==> src/acr_pkg.sv <==
// Shared constants and types for the converter control and readout block.
package acr_pkg;

  // ----------------------------------------------------------------
  // Clock and timing
  // ----------------------------------------------------------------
  localparam int CLK_MHZ = 40;
  // Long enough that a whole master frame fits inside one conversion.
  localparam int CONV_TIME_NS = 2000;
  localparam int ACQ_TIME_NS = 500;
  localparam int MSCLK_HALF_NS = 50;
  localparam int CNT_W = 8;
  localparam logic [CNT_W-1:0] CONV_CNT = CNT_W'((CONV_TIME_NS * CLK_MHZ + 999) / 1000);
  localparam logic [CNT_W-1:0] ACQ_CNT = CNT_W'((ACQ_TIME_NS * CLK_MHZ + 999) / 1000);
  localparam logic [CNT_W-1:0] MSCLK_HALF_CNT = CNT_W'((MSCLK_HALF_NS * CLK_MHZ) / 1000);

  // ----------------------------------------------------------------
  // Result format
  // ----------------------------------------------------------------
  localparam int RES_W = 16;
  localparam int BIT_CNT_W = 5;
  localparam logic [BIT_CNT_W-1:0] RES_BITS = 5'h10;

  // ----------------------------------------------------------------
  // Conversion rate modes
  // ----------------------------------------------------------------
  localparam logic [1:0] RATE_FAST = 2'h0;
  localparam logic [1:0] RATE_STD = 2'h1;
  localparam logic [1:0] RATE_LOW = 2'h2;

  // ----------------------------------------------------------------
  // Register map, byte addresses
  // ----------------------------------------------------------------
  localparam int ADDR_W = 4;
  localparam logic [ADDR_W-1:0] ADDR_CTRL = 4'h0;
  localparam logic [ADDR_W-1:0] ADDR_SAMPLE = 4'h4;
  localparam logic [ADDR_W-1:0] ADDR_STATUS = 4'h8;
  localparam logic [ADDR_W-1:0] ADDR_RESULT = 4'hc;
  localparam int CTRL_RATE_LSB = 0;
  localparam int CTRL_SCLK_INV = 2;
  localparam int CTRL_SYNC_INV = 3;
  localparam int STAT_BUSY = 0;
  localparam int STAT_ALL_READ = 1;
  localparam int STAT_MASTER_ACTIVE = 2;
  localparam logic [3:0] CTRL_RESET = 4'h0;
  localparam logic [RES_W-1:0] SAMPLE_RESET = 16'h0000;

endpackage

==> src/acr_core_if.sv <==
// Signals shared between the top, the conversion sequencer and the serial shifter.
interface acr_core_if;
  import acr_pkg::*;

  logic convert_start_n_n;
  logic pd;
  logic [1:0] rate;
  logic coding;
  logic hold_en;
  logic [RES_W-1:0] sample;
  logic busy;
  logic done;
  logic start;
  logic [RES_W-1:0] result;
  logic load;
  logic master;
  logic go;
  logic step;
  logic sdo;
  logic sclk;
  logic sync;
  logic ser_done;
  logic all_read;

  modport conv (input convert_start_n_n, pd, rate, coding, hold_en, sample, ser_done,
                output busy, done, start, result);
  modport ser (input load, result, master, go, step,
               output sdo, sclk, sync, ser_done, all_read);
  modport top (output convert_start_n_n, pd, rate, coding, hold_en, sample, load, master, go, step,
               input busy, done, start, result, sdo, sclk, sync, ser_done, all_read);
endinterface

==> src/acr_top.sv <==
// Top of the converter control and readout block with its Avalon-MM register slave.
//
// Contract
// A running conversion is never restarted nor aborted.
// Low-power rate: held-low start self-restarts conversions.
// Host pulses start low once after power-up.
// Self-restart only in the low-power rate.
// Outputs drive only when select and read low.
// Result coded twos complement or straight binary.
// Parallel bus when serial select is low.
// Host finishes in-conversion reads in first half.
// Byte swap exchanges the two result byte lanes.
// Serial output is 16 bits, MSB first.
// Serial bit valid on both clock edges.
// Master mode drives serial clock and frame strobe.
// Master clock and frame strobe polarity selectable.
// Read mode pin picks after or during conversion.
// Master read-after keeps busy until 16 bits out.
// Slave mode shifts on the host serial clock.
// Slave clock gated by select and read low.
// Slave accepts continuous or idle-high/low clock.
// Host clock idles during second half of busy.
// Unfinished in-conversion slave read pulses overrun flag.
// Busy high from conversion start to completion.
module acr_top (
  // Clock and reset
  input wire logic clock,
  input wire logic reset_n,
  // Avalon-MM register slave
  input wire logic [acr_pkg::ADDR_W-1:0] avs_address,
  input wire logic avs_read,
  input wire logic avs_write,
  input wire logic [31:0] avs_writedata,
  output logic [31:0] avs_readdata,
  output logic avs_waitrequest,
  // Conversion control pins
  input wire logic convert_start_n,
  input wire logic power_down_input,
  output logic busy,
  // Interface selection pins
  input wire logic device_select_n,
  input wire logic read_enable_n,
  input wire logic output_coding_select,
  input wire logic serial_parallel_select,
  input wire logic byte_order_swap,
  input wire logic clock_source_select,
  input wire logic read_mode_or_chain_input,
  // Parallel data bus
  output logic [acr_pkg::RES_W-1:0] data_out,
  output logic data_oe,
  // Serial port
  input wire logic serial_clock_in,
  output logic serial_clock_out,
  output logic serial_clock_oe,
  output logic serial_data_out,
  output logic serial_data_oe,
  output logic frame_valid_strobe,
  output logic frame_valid_oe,
  output logic read_overrun_flag
);
  import acr_pkg::*;

  // ----------------------------------------------------------------
  // Pin synchroniser layout
  // ----------------------------------------------------------------
  localparam int PIN_N = 10;
  localparam int P_CONVERT_START_N = 0;
  localparam int P_PD = 1;
  localparam int P_CS = 2;
  localparam int P_RD = 3;
  localparam int P_CODE = 4;
  localparam int P_SER = 5;
  localparam int P_SWAP = 6;
  localparam int P_EXT = 7;
  localparam int P_RDC = 8;
  localparam int P_SCLK = 9;

  typedef struct packed {
    logic [PIN_N-1:0] meta;
    logic [PIN_N-1:0] pins;
    logic sclk_prev;
    logic [1:0] rate;
    logic sclk_inv;
    logic sync_inv;
    logic [RES_W-1:0] sample;
    logic go_rac;
    logic waitreq;
    logic [31:0] rdata;
    logic busy;
    logic [RES_W-1:0] dout;
    logic doe;
    logic sclk_o;
    logic sclk_oe;
    logic sdo;
    logic sdo_oe;
    logic fvs;
    logic fvs_oe;
    logic overrun;
  } acr_top_t;

  acr_top_t tp_reg;
  acr_top_t tp_next;

  acr_core_if core ();

  logic [PIN_N-1:0] pin_raw;
  logic selected;
  logic master_mode;
  logic req;
  logic commit;
  logic [31:0] rd_word;

  assign pin_raw = {serial_clock_in, read_mode_or_chain_input, clock_source_select, byte_order_swap,
                    serial_parallel_select, output_coding_select, read_enable_n, device_select_n,
                    power_down_input, convert_start_n};

  // ----------------------------------------------------------------
  // Sub-blocks
  // ----------------------------------------------------------------
  acr_conv u_conv (
    .clock(clock),
    .reset_n(reset_n),
    .core(core.conv)
  );

  acr_ser u_ser (
    .clock(clock),
    .reset_n(reset_n),
    .core(core.ser)
  );

  // ----------------------------------------------------------------
  // Core drive
  // ----------------------------------------------------------------
  // Chip select and read are OR'd: either one high disables all four output enables (parallel, serial data, serial clock, strobe).
  assign selected = ~tp_reg.pins[P_CS] & ~tp_reg.pins[P_RD];
  assign master_mode = tp_reg.pins[P_SER] & ~tp_reg.pins[P_EXT];
  assign core.convert_start_n_n = tp_reg.pins[P_CONVERT_START_N];
  assign core.pd = tp_reg.pins[P_PD];
  assign core.rate = tp_reg.rate;
  assign core.coding = tp_reg.pins[P_CODE];
  assign core.sample = tp_reg.sample;
  // Busy is stretched only for a master read after conversion.
  assign core.hold_en = master_mode & ~tp_reg.pins[P_RDC];
  assign core.load = core.done;
  assign core.master = master_mode;
  // Read during conversion shifts the previous result from the start of the next one.
  assign core.go = tp_reg.pins[P_RDC] ? core.start : tp_reg.go_rac;
  // The slave clock only counts while the part is selected and read is low.
  assign core.step = tp_reg.pins[P_SER] & tp_reg.pins[P_EXT] & selected
                     & tp_reg.pins[P_SCLK] & ~tp_reg.sclk_prev;

  // ----------------------------------------------------------------
  // Register bus
  // ----------------------------------------------------------------
  assign req = avs_read | avs_write;
  assign commit = avs_write & ~tp_reg.waitreq;

  always_comb begin
    rd_word = 32'h0000_0000;
    case (avs_address)
      ADDR_CTRL: begin
        rd_word[CTRL_RATE_LSB +: 2] = tp_reg.rate;
        rd_word[CTRL_SCLK_INV] = tp_reg.sclk_inv;
        rd_word[CTRL_SYNC_INV] = tp_reg.sync_inv;
      end
      ADDR_SAMPLE: begin
        rd_word[RES_W-1:0] = tp_reg.sample;
      end
      ADDR_STATUS: begin
        rd_word[STAT_BUSY] = core.busy;
        rd_word[STAT_ALL_READ] = core.all_read;
        rd_word[STAT_MASTER_ACTIVE] = core.sync;
      end
      ADDR_RESULT: begin
        rd_word[RES_W-1:0] = core.result;
      end
      default: begin
        rd_word = 32'h0000_0000;
      end
    endcase
  end

  // ----------------------------------------------------------------
  // Next state
  // ----------------------------------------------------------------
  always_comb begin
    tp_next = tp_reg;
    // Two flops per pin; only the second stage feeds logic.
    tp_next.meta = pin_raw;
    tp_next.pins = tp_reg.meta;
    tp_next.sclk_prev = tp_reg.pins[P_SCLK];
    tp_next.go_rac = core.done & ~tp_reg.pins[P_RDC];

    // One wait cycle, then one ready cycle; the master releases after the ready edge.
    if (req && tp_reg.waitreq) begin
      tp_next.waitreq = 1'b0;
      tp_next.rdata = rd_word;
    end else begin
      tp_next.waitreq = 1'b1;
    end
    if (commit) begin
      case (avs_address)
        ADDR_CTRL: begin
          tp_next.rate = avs_writedata[CTRL_RATE_LSB +: 2];
          tp_next.sclk_inv = avs_writedata[CTRL_SCLK_INV];
          tp_next.sync_inv = avs_writedata[CTRL_SYNC_INV];
        end
        ADDR_SAMPLE: begin
          tp_next.sample = avs_writedata[RES_W-1:0];
        end
        default: begin
          tp_next.sample = tp_reg.sample;
        end
      endcase
    end

    tp_next.busy = core.busy;
    tp_next.doe = selected & ~tp_reg.pins[P_SER];
    tp_next.dout = tp_reg.pins[P_SWAP] ? {core.result[7:0], core.result[15:8]} : core.result;
    tp_next.sdo_oe = selected & tp_reg.pins[P_SER];
    tp_next.sdo = core.sdo;
    tp_next.sclk_oe = selected & master_mode;
    tp_next.sclk_o = core.sclk ^ tp_reg.sclk_inv;
    tp_next.fvs_oe = selected & master_mode;
    tp_next.fvs = core.sync ^ tp_reg.sync_inv;
    // A slave read during conversion that missed bits is flagged as the result is replaced.
    tp_next.overrun = core.done & tp_reg.pins[P_SER] & tp_reg.pins[P_EXT]
                      & tp_reg.pins[P_RDC] & ~core.all_read;
  end

  always_ff @(posedge clock) begin
    if (!reset_n) begin
      tp_reg <= '{meta: 10'h3ff, pins: 10'h3ff, sclk_prev: 1'b1, rate: CTRL_RESET[1:0],
                  sclk_inv: CTRL_RESET[CTRL_SCLK_INV], sync_inv: CTRL_RESET[CTRL_SYNC_INV],
                  sample: SAMPLE_RESET, go_rac: 1'b0, waitreq: 1'b1, rdata: 32'h0000_0000,
                  busy: 1'b0, dout: 16'h0000, doe: 1'b0, sclk_o: 1'b0, sclk_oe: 1'b0, sdo: 1'b0,
                  sdo_oe: 1'b0, fvs: 1'b0, fvs_oe: 1'b0, overrun: 1'b0};
    end else begin
      tp_reg <= tp_next;
    end
  end

  // ----------------------------------------------------------------
  // Outputs
  // ----------------------------------------------------------------
  assign avs_readdata = tp_reg.rdata;
  assign avs_waitrequest = tp_reg.waitreq;
  assign busy = tp_reg.busy;
  assign data_out = tp_reg.dout;
  assign data_oe = tp_reg.doe;
  assign serial_clock_out = tp_reg.sclk_o;
  assign serial_clock_oe = tp_reg.sclk_oe;
  assign serial_data_out = tp_reg.sdo;
  assign serial_data_oe = tp_reg.sdo_oe;
  assign frame_valid_strobe = tp_reg.fvs;
  assign frame_valid_oe = tp_reg.fvs_oe;
  assign read_overrun_flag = tp_reg.overrun;

endmodule // acr_top

==> src/acr_conv.sv <==
// Conversion sequencer: start, busy timing, automatic restart and result coding.
module acr_conv (
  // Clock and reset
  input wire logic clock,
  input wire logic reset_n,
  // Core signals
  acr_core_if.conv core
);
  import acr_pkg::*;

  typedef enum logic [1:0] {CV_IDLE, CV_CONVERT, CV_HOLD, CV_ACQUIRE} acr_cv_state_t;

  typedef struct packed {
    acr_cv_state_t state;
    logic [CNT_W-1:0] cnt;
    logic busy;
    logic done;
    logic start;
    logic cnv_prev;
    logic [RES_W-1:0] sample;
    logic [RES_W-1:0] result;
  } acr_cv_t;

  acr_cv_t cv_reg;
  acr_cv_t cv_next;
  logic auto_go;
  logic cnv_fall;

  assign core.busy = cv_reg.busy;
  assign core.done = cv_reg.done;
  assign core.start = cv_reg.start;
  assign core.result = cv_reg.result;

  always_comb begin
    cv_next = cv_reg;
    cv_next.done = 1'b0;
    cv_next.start = 1'b0;
    cv_next.cnv_prev = core.convert_start_n_n;
    cnv_fall = cv_reg.cnv_prev & ~core.convert_start_n_n;
    // Self-running restart exists only in the low-power rate.
    auto_go = (core.rate == RATE_LOW) & ~core.convert_start_n_n;
    case (cv_reg.state)
      CV_IDLE: begin
        if ((cnv_fall | auto_go) & ~core.pd) begin
          cv_next.state = CV_CONVERT;
          cv_next.cnt = '0;
          cv_next.busy = 1'b1;
          cv_next.start = 1'b1;
          cv_next.sample = core.sample;
        end
      end
      CV_CONVERT: begin
        // Neither a new start edge nor power-down is looked at here.
        if (cv_reg.cnt == CONV_CNT - 8'h01) begin
          cv_next.done = 1'b1;
          // Unipolar code: twos complement is straight binary with the top bit flipped.
          cv_next.result = core.coding ? cv_reg.sample : {~cv_reg.sample[RES_W-1], cv_reg.sample[RES_W-2:0]};
          if (core.hold_en) begin
            cv_next.state = CV_HOLD;
          end else begin
            cv_next.busy = 1'b0;
            cv_next.cnt = '0;
            cv_next.state = auto_go ? CV_ACQUIRE : CV_IDLE;
          end
        end else begin
          cv_next.cnt = cv_reg.cnt + 8'h01;
        end
      end
      CV_HOLD: begin
        if (core.ser_done) begin
          cv_next.busy = 1'b0;
          cv_next.cnt = '0;
          cv_next.state = auto_go ? CV_ACQUIRE : CV_IDLE;
        end
      end
      CV_ACQUIRE: begin
        if (~auto_go | core.pd) begin
          cv_next.state = CV_IDLE;
        end else if (cv_reg.cnt == ACQ_CNT - 8'h01) begin
          cv_next.state = CV_CONVERT;
          cv_next.cnt = '0;
          cv_next.busy = 1'b1;
          cv_next.start = 1'b1;
          cv_next.sample = core.sample;
        end else begin
          cv_next.cnt = cv_reg.cnt + 8'h01;
        end
      end
      default: begin
        cv_next.state = CV_IDLE;
        cv_next.busy = 1'b0;
      end
    endcase
  end

  always_ff @(posedge clock) begin
    if (!reset_n) begin
      cv_reg <= '{state: CV_IDLE, cnt: '0, busy: 1'b0, done: 1'b0, start: 1'b0,
                  cnv_prev: 1'b1, sample: '0, result: '0};
    end else begin
      cv_reg <= cv_next;
    end
  end

endmodule // acr_conv

==> src/acr_ser.sv <==
// Serial result shifter for master (own clock) and slave (host clock) readout.
module acr_ser (
  // Clock and reset
  input wire logic clock,
  input wire logic reset_n,
  // Core signals
  acr_core_if.ser core
);
  import acr_pkg::*;

  typedef struct packed {
    logic [RES_W-1:0] shreg;
    logic [BIT_CNT_W-1:0] bits;
    logic [CNT_W-1:0] div;
    logic active;
    logic sclk;
    logic sync;
    logic done;
  } acr_ser_t;

  acr_ser_t sr_reg;
  acr_ser_t sr_next;

  assign core.sdo = sr_reg.shreg[RES_W-1];
  assign core.sclk = sr_reg.sclk;
  assign core.sync = sr_reg.sync;
  assign core.ser_done = sr_reg.done;
  assign core.all_read = (sr_reg.bits == RES_BITS);

  always_comb begin
    sr_next = sr_reg;
    sr_next.done = 1'b0;
    if (core.load) begin
      sr_next.shreg = core.result;
      sr_next.bits = '0;
      sr_next.active = 1'b0;
      sr_next.sclk = 1'b0;
      sr_next.sync = 1'b0;
    end else if (core.master) begin
      if (core.go && !sr_reg.active) begin
        // Reload, so a frame during conversion carries the last result even after an earlier read.
        sr_next.shreg = core.result;
        sr_next.bits = '0;
        sr_next.active = 1'b1;
        sr_next.sync = 1'b1;
        sr_next.div = '0;
      end else if (sr_reg.active) begin
        if (sr_reg.div == MSCLK_HALF_CNT - 8'h01) begin
          sr_next.div = '0;
          sr_next.sclk = ~sr_reg.sclk;
          // Data moves on the falling edge so it is stable around the rising one.
          if (sr_reg.sclk) begin
            sr_next.shreg = {sr_reg.shreg[RES_W-2:0], 1'b0};
            sr_next.bits = sr_reg.bits + 5'h01;
            if (sr_reg.bits == RES_BITS - 5'h01) begin
              sr_next.active = 1'b0;
              sr_next.sync = 1'b0;
              sr_next.done = 1'b1;
            end
          end
        end else begin
          sr_next.div = sr_reg.div + 8'h01;
        end
      end
    end else if (core.step && sr_reg.bits != RES_BITS) begin
      // The host's rising edge moves to the next bit, which then holds a full period.
      sr_next.shreg = {sr_reg.shreg[RES_W-2:0], 1'b0};
      sr_next.bits = sr_reg.bits + 5'h01;
    end
  end

  always_ff @(posedge clock) begin
    if (!reset_n) begin
      sr_reg <= '{shreg: '0, bits: 5'h10, div: '0, active: 1'b0, sclk: 1'b0, sync: 1'b0, done: 1'b0};
    end else begin
      sr_reg <= sr_next;
    end
  end

endmodule // acr_ser

==> config.mk <==
export PLATFORM = sky130hd
export DESIGN_NAME = acr_top
export DESIGN_NICKNAME = d
export VERILOG_FILES = /design/src/acr_pkg.sv /design/src/acr_core_if.sv /design/src/acr_top.sv /design/src/acr_conv.sv /design/src/acr_ser.sv
export SDC_FILE = /design/constraint.sdc
export NUM_CORES = 1
export LEC_CHECK = 0
export BUFFER_PORTS_ARGS = -buffer_cell sky130_fd_sc_hd__buf_2
export CORE_MARGIN = 1
export CORE_UTILIZATION = 50
export CTS_CLUSTER_DIAMETER = 40
export DETAILED_ROUTE_END_ITERATION = 8
export PLACE_DENSITY_LB_ADDON = 0.12
export SYNTH_ARGS = -nofsm -noshare
export SYNTH_HDL_FRONTEND = slang
export SYNTH_HIERARCHICAL = 1
export SYNTH_SLANG_ARGS = --single-unit
==> constraint.sdc <==
create_clock -name clock -period 2.15 [get_ports clock]
set_input_delay 0.1075 -clock clock [delete_from_list [all_inputs] [get_ports clock]]
set_output_delay 0.1075 -clock clock [all_outputs]
set_load 0.005 [all_outputs]
==> results_dict.tcl <==
set metrics [dict create \
    yosysWarnings 6 \
    drc 0 \
    totalWireLength_um 16470 \
    max_stage_delay_ns 0.38 \
    numCtsBuffers 17 \
    antenna_found_initial 0 \
    cpLargestDelayFamily "compound AO/OA/AOI/OAI gates" \
    grt_pass1_vias 5230 \
    synthTopCellsByArea "dfxtp_1 44%, mux2i_1 7.9%, buf_4 6.7%, nand2_1 6.2%, o21ai_0 3.4%" \
    power_uw 6473 \
    cts.clk_slew.worst_paths_ns 0.06 \
    track_usage 0.2183 \
    io_buffers 75 \
    largest_reg_flops 29 \
    drive_above_1_share 0.1603 \
    timing.rr.end "u_conv/cv_reg[43]$_SDFFE_PN0P_" \
    cts_tree "yes" \
    rows 44 \
    holdWs_ns 0.04726 \
    avgSynthCellArea_um2 8.884 \
    cp.required_ns 2.47 \
    gp_congestion 0.8271 \
    core-area_um2 14530 \
    skew_ns 0.01222 \
    p_sw_frac 0.2338 \
    intPower_uw 4960 \
    reg2reg_depth 6 \
    critical_path_peak_fanout 18 \
    synth_cell_type_count 70 \
    die_w_um 124.0 \
    hold_end "tp_next[85]$_SDFF_PN1_" \
    powerDensity_nw_per_um2 773.3 \
    min_path_cells 2 \
    mostFrequentLayoutCells "162 x dfxtp_1, 122 x nand2_1, 74 x buf_2" \
    cts_resized 0 \
    die_h_um 124.0 \
    slew_viol_final 0 \
    post-place-cells 1011 \
    clk_latency_ns 0.42 \
    synth_top_cell_by_area "dfxtp_1" \
    path_buf_inv 0 \
    max_freq_ghz 0.4916 \
    rsz0062_at_grt "no" \
    peakVddDrop_mv 0.5459 \
    synth_flop_cell "dfxtp_1" \
    start_kind "flop" \
    crit-reg2reg-launch "u_conv/cv_reg[36]$_SDFFE_PN0P_" \
    overflow 0 \
    drt_iter0_drc 595 \
    via_count 5765 \
    fin_nets 934 \
    grt_pass1_wl_um 25840 \
    worst-r2r-setup-slack_ns 0.12 \
    dp_hpwl_um 10900 \
    leakage_uw 0.003402 \
    vias_per_cell 5.388 \
    grt_max_degree 95 \
    crit_type "reg2reg" \
    comb_power_share 0.068 \
    hold_path.startpoint "reset_n" \
    cp-end-kind "flop" \
    start_util 0.5122 \
    dieArea_um2 15380 \
    outcome "complete, no violations" \
    synthCells 838 \
    syn_area_um2 7445 \
    setup_viol 0 \
    drv_cap 0 \
    syn2layout_area_growth_pct 12.44 \
    drt_pass1_iterations 6 \
    fin_setup_tns_ns 0 \
    antenna_cells 0 \
    final_common_cell "dfxtp_1" \
    timing.final.crit_share 0.9461 \
    synth-seq-cells 162 \
    cp.arrival_ns 2.36 \
    tightest_slew_ns 1.275 \
    p_seq_frac 0.477 \
    period_needed_ns 2.034 \
    pwr-share-clk 0.455 \
    async_flop_share 0 \
    top_level_ports 108 \
    hp-class "in2reg" \
    switching_power_uw 1513 \
    dp_slack_ns -0.03117 \
    synth-edff-count 0 \
    yosysSeqAreaShare 0.4356 \
    cpMaxStageDelayCell "a211oi_4" \
    wl_per_cell_um 15.39 \
    fin_ws_ns 0.1160 \
    clockBufferDepth 2 \
    clock-sinks 162 \
    cts_root_buf "clkbuf_16" \
    crit_chain "ha_1 > and4b_4 > and4_4 > a211oi_4 > nand2_2 > o32ai_1" \
    ctsHtreeMaxLevel 4 \
    relSlewSlack 0.1445 \
    antenna_left 0 \
    synth_top_area_share 0.4356 \
    stdcell_count 1070 \
    hold_violations 0 \
]
==> power by group through the flow <==
stage,Combinational (uW),Clock [uW],Sequential [uW]
final,441,2940,3090
after global placement,393,0,3150
after global routing,491,3120,3090
after floorplan,320,0,3140
after detailed placement,403,0,3150
after CTS,440,2980,3090
==> through the flow <==
step,util,cell area (um^2)
after floorplan,-,7501
after global placement,0.5166,7508
after detailed placement,0.5166,7508
after CTS,0.5759,8371
after global routing,0.5759,8371
final,0.5759,8371
==> Yosys cell counts (all sizes together) (18+ instances only) <==
cell type and count:
dfxtp 162, nand2 123, buf 76, mux2i 59, o21ai 55, nor2 39
clkbuf 37, a21oi 36, nand3 33, nand2b 31, and3 20, nor2b 20
inv 18
==> worst max-delay path by stage <==
stage | end | slack (ns) | start | cells past startpoint
5_1_grt | u_conv/cv_reg[43]$_SDFFE_PN0P_ | 0.02 | u_conv/cv_reg[36]$_SDFFE_PN0P_ | 6
4_1_cts | u_conv/cv_reg[43]$_SDFFE_PN0P_ | 0.12 | u_conv/cv_reg[36]$_SDFFE_PN0P_ | 6
3_5_place_dp | u_ser/sr_reg[26]$_SDFFE_PN0P_ | -0.03 | u_ser/sr_reg[12]$_SDFFE_PP0P_ | 6
2_1_floorplan | u_conv/cv_reg[43]$_SDFFE_PN0P_ | 0.35 | u_conv/cv_reg[45]$_SDFFE_PN0P_ | 8
6_report | u_conv/cv_reg[43]$_SDFFE_PN0P_ | 0.12 | u_conv/cv_reg[36]$_SDFFE_PN0P_ | 6
3_3_place_gp | u_ser/core.sdo$_SDFFE_PN0P_ | 0.07 | u_ser/sr_reg[12]$_SDFFE_PP0P_ | 6
==> final cells by class <==
| class | count | area, um^2 |
|---|---|---|
| Clock inverter | 10 | 97.59 |
| Sequential cell | 162 | 3243 |
| Timing Repair Buffer | 114 | 773.2 |
| Fill cell | 1337 | 6163 |
| Multi-Input combinational cell | 560 | 3475 |
| Clock buffer | 22 | 484.2 |
| Inverter | 18 | 67.56 |
| Tap cell | 184 | 230.2 |
==> metal layers <==
metal  track usage  up-vias  wire length (um)
met5             0        -                 0
met4       0.07292        0               218
met3       0.04533       16               763
met2        0.3444      140              7744
met1        0.2960     2735              7743
li1              -     2874                 -
==> cell families after synthesis <==
family | share of synthesized area
other | 0.0005037
adders and majority gates | 0.01849
DFF | 0.4356
buffers and inverters | 0.1060
and+or+nand+nor | 0.2145
AOI/OAI and AO/OA | 0.1323
xor gates and xnor gates | 0.01177
muxes | 0.08084
==> what timing repair did <==
item / 4_1_cts / 5_1_grt
hold endpoints to repair: 30 / 0
setup endpoints to repair: 16 / 0
setup buffers: 1 / 0
hold buffers: 26 / 0
No activity file was read; power rests on OpenSTA's default activity.
